### config.mk
export PLATFORM = sky130hd
export DESIGN_NAME = smsr_top
export DESIGN_NICKNAME = d
export VERILOG_FILES = /design/src/inc/smsr_pkg.sv /design/src/hdl/smsr_sync.sv /design/src/hdl/smsr_top.sv
export SDC_FILE = /design/constraint.sdc
export NUM_CORES = 1
export LEC_CHECK = 0
export BUFFER_PORTS_ARGS = -buffer_cell sky130_fd_sc_hd__buf_2
export CAP_MARGIN = 30
export CELL_PAD_IN_SITES_DETAIL_PLACEMENT = 0
export CELL_PAD_IN_SITES_GLOBAL_PLACEMENT = 2
export CORE_MARGIN = 4
export CORE_UTILIZATION = 25
export CTS_CLUSTER_SIZE = 12
export DETAILED_ROUTE_END_ITERATION = 10
export PLACE_DENSITY_LB_ADDON = 0.1
export SLEW_MARGIN = 0
export SYNTH_ARGS = -nofsm -noshare
export SYNTH_HDL_FRONTEND = slang
export SYNTH_SLANG_ARGS = --single-unit
### constraint.sdc
create_clock -name I_CLK -period 1.44 [get_ports I_CLK]
set_input_delay 0.288 -clock I_CLK [delete_from_list [all_inputs] [get_ports I_CLK]]
set_output_delay 0.288 -clock I_CLK [all_outputs]
set_load 0.01 [all_outputs]
### src/inc/smsr_pkg.sv
package smsr_pkg;
  // ************************************************************
  // register map
  // ************************************************************
  localparam logic [7:0] MODE_SELECT_ADDR = 8'h04;
  localparam logic [7:0] MODE_SELECT_RESET = 8'h80;
  localparam logic [7:0] MODE_SELECT_WMASK = 8'hBF;
  localparam logic [7:0] UNMAPPED_RDATA = 8'h00;

  // ************************************************************
  // field positions
  // ************************************************************
  localparam int FAILSAFE_LOW_BIT = 7;
  localparam int RESERVED_BIT = 6;
  localparam int CRC_CLEAR_BIT = 5;
  localparam int PIXEL_GATING_BIT = 4;
  localparam int LEGACY_OVERRIDE_BIT = 3;
  localparam int LEGACY_SELECT_BIT = 2;
  localparam int RANGE_OVERRIDE_BIT = 1;
  localparam int RANGE_SELECT_BIT = 0;

  // ************************************************************
  // widths and synchroniser depth
  // ************************************************************
  localparam int PIXEL_WIDTH = 24;
  localparam int SYNC_STAGES = 2;
endpackage

### src/hdl/smsr_sync.sv
`timescale 1ns/1ps
module smsr_sync #(
  parameter int WIDTH = 1
) (
  input wire logic i_clk,
  input wire logic i_rst_n,
  input wire logic [WIDTH-1:0] i_async,
  output logic [WIDTH-1:0] o_sync
);
  logic [WIDTH-1:0] stage1;

  // first stage feeds only the second one
  always_ff @(posedge i_clk or negedge i_rst_n) begin
    if (!i_rst_n) begin
      stage1 <= '0;
      o_sync <= '0;
    end else begin
      stage1 <= i_async;
      o_sync <= stage1;
    end
  end
endmodule

### src/hdl/smsr_top.sv
`timescale 1ns/1ps
// Notes on behaviour
// - bit 7 picks failsafe level; 0 high, 1 low; resets to 1.
// - bit 5 set holds crc error counters clear; never self-clears.
// - bit 4 set gates pixel data with enable in legacy/unprotected use.
// - bit 3 picks legacy mode source: 0 pin, 1 register bit 2.
// - bit 2 under register source: 0 normal, 1 legacy compatible.
// - bit 1 picks clock range source: 0 pin, 1 register bit 0.
// - bit 0: 0 high range 15-85MHz, 1 low range 5-15MHz.
module smsr_top #(
  parameter int PIXEL_WIDTH = smsr_pkg::PIXEL_WIDTH
) (
  input wire logic I_CLK,
  input wire logic I_RST_N,
  input wire logic [7:0] i_reg_addr,
  input wire logic i_reg_wr,
  input wire logic [7:0] i_reg_wdata,
  input wire logic i_reg_rd,
  output logic [7:0] o_reg_rdata,
  input wire logic i_legacy_compat_pin,
  input wire logic i_clock_range_pin,
  input wire logic i_peer_unprotected,
  input wire logic i_pixel_enable,
  input wire logic [PIXEL_WIDTH-1:0] i_pixel_data,
  output logic [PIXEL_WIDTH-1:0] o_pixel_data,
  output logic o_failsafe_low,
  output logic o_crc_count_clear,
  output logic o_pixel_gating_by_enable,
  output logic o_legacy_compat_select,
  output logic o_slow_clock_range_select
);
  // ************************************************************
  // reset release
  // ************************************************************
  logic rst_meta;
  logic rst_n;

  always_ff @(posedge I_CLK or negedge I_RST_N) begin
    if (!I_RST_N) begin
      rst_meta <= 1'b0;
      rst_n <= 1'b0;
    end else begin
      rst_meta <= 1'b1;
      rst_n <= rst_meta;
    end
  end

  // ************************************************************
  // mode pins
  // ************************************************************
  // pins are asynchronous straps, so they pass two flops first
  logic [1:0] pins_sync;

  smsr_sync #(
    .WIDTH(2)
  ) u_pin_sync (
    .i_clk(I_CLK),
    .i_rst_n(rst_n),
    .i_async({i_legacy_compat_pin, i_clock_range_pin}),
    .o_sync(pins_sync)
  );

  // ************************************************************
  // decoding helpers
  // ************************************************************
  // true when the bus addresses the mode select register
  function automatic logic addr_hit(input logic [7:0] addr);
    addr_hit = (addr == smsr_pkg::MODE_SELECT_ADDR);
  endfunction

  // override set: the register bit wins, else the synced pin
  function automatic logic pick_source(
    input logic override,
    input logic reg_value,
    input logic pin_value
  );
    if (override) begin
      pick_source = reg_value;
    end else begin
      pick_source = pin_value;
    end
  endfunction

  // ************************************************************
  // mode select register
  // ************************************************************
  logic [7:0] mode_select;
  logic wr_hit;
  logic rd_hit;

  assign wr_hit = i_reg_wr && addr_hit(i_reg_addr);
  assign rd_hit = i_reg_rd && addr_hit(i_reg_addr);

  // bits outside the write mask keep their reset value, which is
  // how the reserved bit stays at zero
  for (genvar b = 0; b < 8; b++) begin : g_mode_bit
    always_ff @(posedge I_CLK or negedge rst_n) begin
      if (!rst_n) begin
        mode_select[b] <= smsr_pkg::MODE_SELECT_RESET[b];
      end else if (wr_hit && smsr_pkg::MODE_SELECT_WMASK[b]) begin
        mode_select[b] <= i_reg_wdata[b];
      end
    end
  end

  // read data held until the next read; unmapped reads return zero
  always_ff @(posedge I_CLK or negedge rst_n) begin
    if (!rst_n) begin
      o_reg_rdata <= smsr_pkg::UNMAPPED_RDATA;
    end else if (rd_hit) begin
      o_reg_rdata <= mode_select & smsr_pkg::MODE_SELECT_WMASK;
    end else if (i_reg_rd) begin
      o_reg_rdata <= smsr_pkg::UNMAPPED_RDATA;
    end
  end

  // ************************************************************
  // pin copies
  // ************************************************************
  // pins only matter while their override bit is clear
  logic legacy_pin;
  logic range_pin;

  assign legacy_pin = pins_sync[1];
  assign range_pin = pins_sync[0];

  // ************************************************************
  // effective selections
  // ************************************************************
  logic next_legacy;
  logic next_slow;

  assign next_legacy = pick_source(
    mode_select[smsr_pkg::LEGACY_OVERRIDE_BIT],
    mode_select[smsr_pkg::LEGACY_SELECT_BIT],
    legacy_pin
  );

  assign next_slow = pick_source(
    mode_select[smsr_pkg::RANGE_OVERRIDE_BIT],
    mode_select[smsr_pkg::RANGE_SELECT_BIT],
    range_pin
  );

  // ************************************************************
  // registered outputs, one flop per concern
  // ************************************************************
  always_ff @(posedge I_CLK or negedge rst_n) begin
    if (!rst_n) begin
      o_failsafe_low <=
        smsr_pkg::MODE_SELECT_RESET[smsr_pkg::FAILSAFE_LOW_BIT];
    end else begin
      o_failsafe_low <= mode_select[smsr_pkg::FAILSAFE_LOW_BIT];
    end
  end

  // level, not pulse: counters stay cleared while the bit is set
  always_ff @(posedge I_CLK or negedge rst_n) begin
    if (!rst_n) begin
      o_crc_count_clear <=
        smsr_pkg::MODE_SELECT_RESET[smsr_pkg::CRC_CLEAR_BIT];
    end else begin
      o_crc_count_clear <= mode_select[smsr_pkg::CRC_CLEAR_BIT];
    end
  end

  always_ff @(posedge I_CLK or negedge rst_n) begin
    if (!rst_n) begin
      o_pixel_gating_by_enable <=
        smsr_pkg::MODE_SELECT_RESET[smsr_pkg::PIXEL_GATING_BIT];
    end else begin
      o_pixel_gating_by_enable <= mode_select[smsr_pkg::PIXEL_GATING_BIT];
    end
  end

  always_ff @(posedge I_CLK or negedge rst_n) begin
    if (!rst_n) begin
      o_legacy_compat_select <= 1'b0;
    end else begin
      o_legacy_compat_select <= next_legacy;
    end
  end

  always_ff @(posedge I_CLK or negedge rst_n) begin
    if (!rst_n) begin
      o_slow_clock_range_select <= 1'b0;
    end else begin
      o_slow_clock_range_select <= next_slow;
    end
  end

  // ************************************************************
  // pixel gating
  // ************************************************************
  logic gate_now;

  // uses the live selection so gating matches the current mode
  assign gate_now = mode_select[smsr_pkg::PIXEL_GATING_BIT]
    && (next_legacy || i_peer_unprotected) && !i_pixel_enable;

  // a gated beat is zeroed, not held, so stale colour never leaks
  always_ff @(posedge I_CLK or negedge rst_n) begin
    if (!rst_n) begin
      o_pixel_data <= '0;
    end else if (gate_now) begin
      o_pixel_data <= '0;
    end else begin
      o_pixel_data <= i_pixel_data;
    end
  end
endmodule

-- Yosys cells after proc, flatten, opt, wreduce, memory -nomap -nowiden
Cells that the tools add are included.
- eq/ne operators: 1
- mux-type cells: 5
- reduce and logical (&&, ||, !) cells: 7
- operators with widths (cell ; number):
    24-bit two-way mux ; 1
    8-bit two-way mux ; 2
    8-bit by 3-bit equality test with 1-bit output, second input constant ; 1
    1-bit logical AND ; 4
    1-bit two-way mux ; 2
    2-bit nonzero test ; 1
    1-bit logical NOT ; 1
    1-bit logical OR ; 1
- register bits after elaboration: 50
- input bits: 48
- output and inout port bits: 37
- word-level logic and storage cells: 31

-- Logic depth before layout (Yosys ltp)
- depth after elaboration: 5
- depth in mapped cells: 4
- mapped depth without buffers: 3

-- Modules after synthesis
A second synthesis with hierarchy kept.
- cells, all modules: 115
- area total of the unflattened synthesis: 1697.9 µm²
- by module, submodules not included (module ; times used ; cells an instance ; area each (µm²) ; seq. area each (µm²)):
    smsr_top ; 1 ; 111 ; 1597.8 ; 1128.6
    smsr_sync ; 1 ; 4 ; 100.1 ; 100.1

-- Worst setup path before layout
OpenSTA, ideal clock, no wires.
- path type: reg-to-reg
- start: register mode_select[3]
- end: register o_pixel_data[10]
- library setup time: 66 ps
- data arrival time: 1128 ps
- data required time: 1374 ps
- path slack: 246 ps
- cell stages (with the launch flop): 5
- path buffers: 1
- clock period less this slack: 1194 ps
- path through: dfrtp_1 -> mux2_4 -> o21ai_4 -> clkbuf_2 -> and2_1
- cells in the longest elaborated chain, start to end: 5
- ends and longest elaborated chain (element ; RTL line ; source):
    from (decl) ; smsr_top.sv:87 ; logic [7:0] mode_select;
    from (signal, indexed assignment) ; smsr_top.sv:99 ; mode_select[b] <= smsr_pkg::MODE_SELECT_RESET[b];
    from (signal, indexed assignment) ; smsr_top.sv:101 ; mode_select[b] <= i_reg_wdata[b];
    1-bit two-way mux ; smsr_top.sv:77 ; if (override) begin
    via next_legacy ; smsr_top.sv:130 ; logic next_legacy;
    1-bit logical OR ; smsr_top.sv:199 ; && (next_legacy || i_peer_unprotected) && !i_pixel_enable;
    1-bit logical AND (2 in a row) ; smsr_top.sv:199 ;
    24-bit two-way mux ; smsr_top.sv:205 ; end else if (gate_now) begin
    to (signal assigned) ; smsr_top.sv:208 ; o_pixel_data <= i_pixel_data;
    to (decl) ; smsr_top.sv:25 ; output logic [PIXEL_WIDTH-1:0] o_pixel_data,
The timed path passes the listed nets, and every way through them passes these cells.
A chain may end at the register's enable or synchronous reset.

-- Worst setup path in the final report
- start: register mode_select[3]
- end: register o_pixel_data[3]
The elaborated chain is that of the path after synthesis.

==> results.cfg <==
[timing]
maxSlewViolCount = 0
tns_ns = 0
rsz0062_at_grt = no
final.setup.worst_slack_ns = 0.189
post-route-period-util_pct = 86.8
finClkSkew_ns = 0.00531
finalCriticalPeriod_ns = 1.25
max_freq_ghz = 0.800
finalSetupViolCount = 0
hold_viol = 0
whs_ns = 0.0876

[detailed_routing]
drt-total-wl_um = 3720
drtPass1Iterations = 4
ant_nets = 0
via_per_inst = 3.89
remaining_drc_errors = 0
drt_iter0_drc = 25
wl_per_cell_um = 13.2
route.vias.total = 1098

[yosys]
yosys-top-cells-area = dfrtp_1 (69%), and2_1 (8.8%), mux2_2 (5.3%)
yosysTopAreaCell = dfrtp_1
ys_seq_elements = 49
synth_top_area_share_pct = 69.3
yosysWarnings = 0
synth_cell_type_count = 17
ys_seq_area_share_pct = 72.4
syn_area_um2 = 1700
synth_nets = 163
synth_cells = 115
synth.avg_cell_area_um2 = 14.8

[cells_and_area]
fin_area_um2 = 2330
syn2layout_area_growth_pct = 37.3
finish.utilization_pct = 36.1
finalNonFillerCells = 282
final_common_cell = buf_2
drive_gt1_share_pct = 53.2
nets = 252
mostFrequentLayoutCells = buf_2 (82), dfrtp_1 (46), and2_1 (24), mux2_2 (8), nand2_1 (8)
antennaDiodeCount = 0

[critical_path]
r2r_slack_ns = 0.19
required_ns = 1.68
critPathMaxFanout = 24
worstRegToRegCells = 4
critPathCaptureType = register
arrival_ns = 1.49
r2r-start = mode_select[3]
worstSetupStartpointType = register
r2r_end = o_pixel_data[3]
crit_type = reg -> reg

[status]
status = complete, no violations

[placement]
place_ws_ns = 0.0364
dp_cells = 273
io_buffers = 82
globalplace.congestion = 0.651
dpl_cell_area_um2 = 2220
hpwlAfterDp_um = 2860

[die]
core_region_area_um2 = 6460
die_area_um2 = 8170
start_util_pct = 26.3
row_count = 29
fp.dieW_um = 90.4
die_y_um = 90.4
design.portCount = 85

[cts]
cts_setup_buffers = 0
cts_buffers = 5
cts.sinks = 49
cts_tree = built
clkTransAtPathRegs_ns = 0.09
htreeDepth = 2
clkLatencyLatePin_ns = 0.30
cts_root_buffer = clkbuf_8
clockBufferDepth = 2

[grt]
antenna_found_initial = 0
grt.overflow.total = 0
grt_max_degree = 26
grt_usage_pct = 9.21
grt_pass1_vias = 1214
grt_pass1_wl_um = 5900

[power]
p_seq_share_pct = 56.8
power.leakage_nw = 1.16
p_int_mw = 1.99
power_mw = 2.56
ir_worst_vdd_uv = 349
net-switching-power_uw = 573
p_clk_share_pct = 34.2
swShare_pct = 22.4
combPwrFrac_pct = 8.9
p_per_area_nw_per_um2 = 1100

[min_path]
min_path_cells = 1
worstHoldStart = i_clock_range_pin
holdPathEnd = u_pin_sync.stage1[0]
worstHoldPathType = in -> reg

[job]
cap_violations = 0
critical path, cell delays in order, from the launching register on:
cell and delay, ns:
dfrtp_1 0.41, mux2_4 0.33, o21ai_4 0.15, buf_12 0.16, and2_1 0.13
kinds of logic after synthesis:
kind of cell,synth area share (%)
compound gates,3.54
simple gates,14.7
buf+inv,2.80
flops,72.4
other cells,0.442
mux,6.19
cells in the mapped netlist:
library cell   n
nand3_4        1
buf_4          1
and2_1        24
inv_1          7
nor2b_1        1
o21ai_4        1
mux2_4         1
nand2_1        8
nor4_4         1
conb_1         2
nor4b_4        1
clkbuf_2       2
mux2_2         8
dfrtp_1       47
dfstp_2        2
clkbuf_1       1
o22ai_1        7
how the worst max path moves through the flow:
stage	end	slack, ns	from	depth (start not counted)
after global placement	mode_select[5]	0.08	i_reg_addr[5]	4
after floorplan	o_pixel_data[10]	0.25	mode_select[3]	4
final	o_pixel_data[3]	0.19	mode_select[3]	4
after CTS	o_pixel_data[2]	0.17	mode_select[3]	4
after detailed placement	mode_select[0]	0.04	i_reg_addr[5]	4
after global routing	o_pixel_data[17]	0.12	mode_select[3]	4
layer usage:
metal  GRT usage, %  routed length, um  vias to the layer above
met1           10.0               1410                      499
met3           4.42                409                        7
met2           14.8               1830                       54
met4           4.97                 73                        0
met5              0                  0                        -
li1               -                  -                      538
power by group through the flow:
stage | sequential (mW) | combinational (mW) | clock (mW)
after global routing | 1.46 | 0.257 | 0.962
after floorplan | 1.52 | 0.0607 | 0
final | 1.45 | 0.229 | 0.876
after global placement | 1.48 | 0.229 | 0
after CTS | 1.46 | 0.238 | 0.906
after detailed placement | 1.48 | 0.236 | 0
layout make-up:
class,instances,area (um2)
Fill cell,640,4130
Multi-Input combinational cell,55,422
Clock inverter,1,5.00
Sequential cell,49,1230
Clock buffer,7,96.3
Timing Repair Buffer,86,455
Inverter,7,26.3
Tap cell,77,96.3
sequential cells by signal (all words and copies together) (netlist names):
name	cells
o_legacy_compat_select	1
u_pin_sync.o_sync	2
rst_n	1
o_crc_count_clear	1
mode_select	7
o_reg_rdata	7
o_failsafe_low	1
rst_meta	1
o_pixel_data	24
u_pin_sync.stage1	2
o_slow_clock_range_select	1
o_pixel_gating_by_enable	1
timing repair:
action	4_1_cts	5_1_grt
hold endpoints to repair	2	0
hold buffers	1	0
resized for setup	0	0
Note: power is estimated with default switching activity, not from simulation.
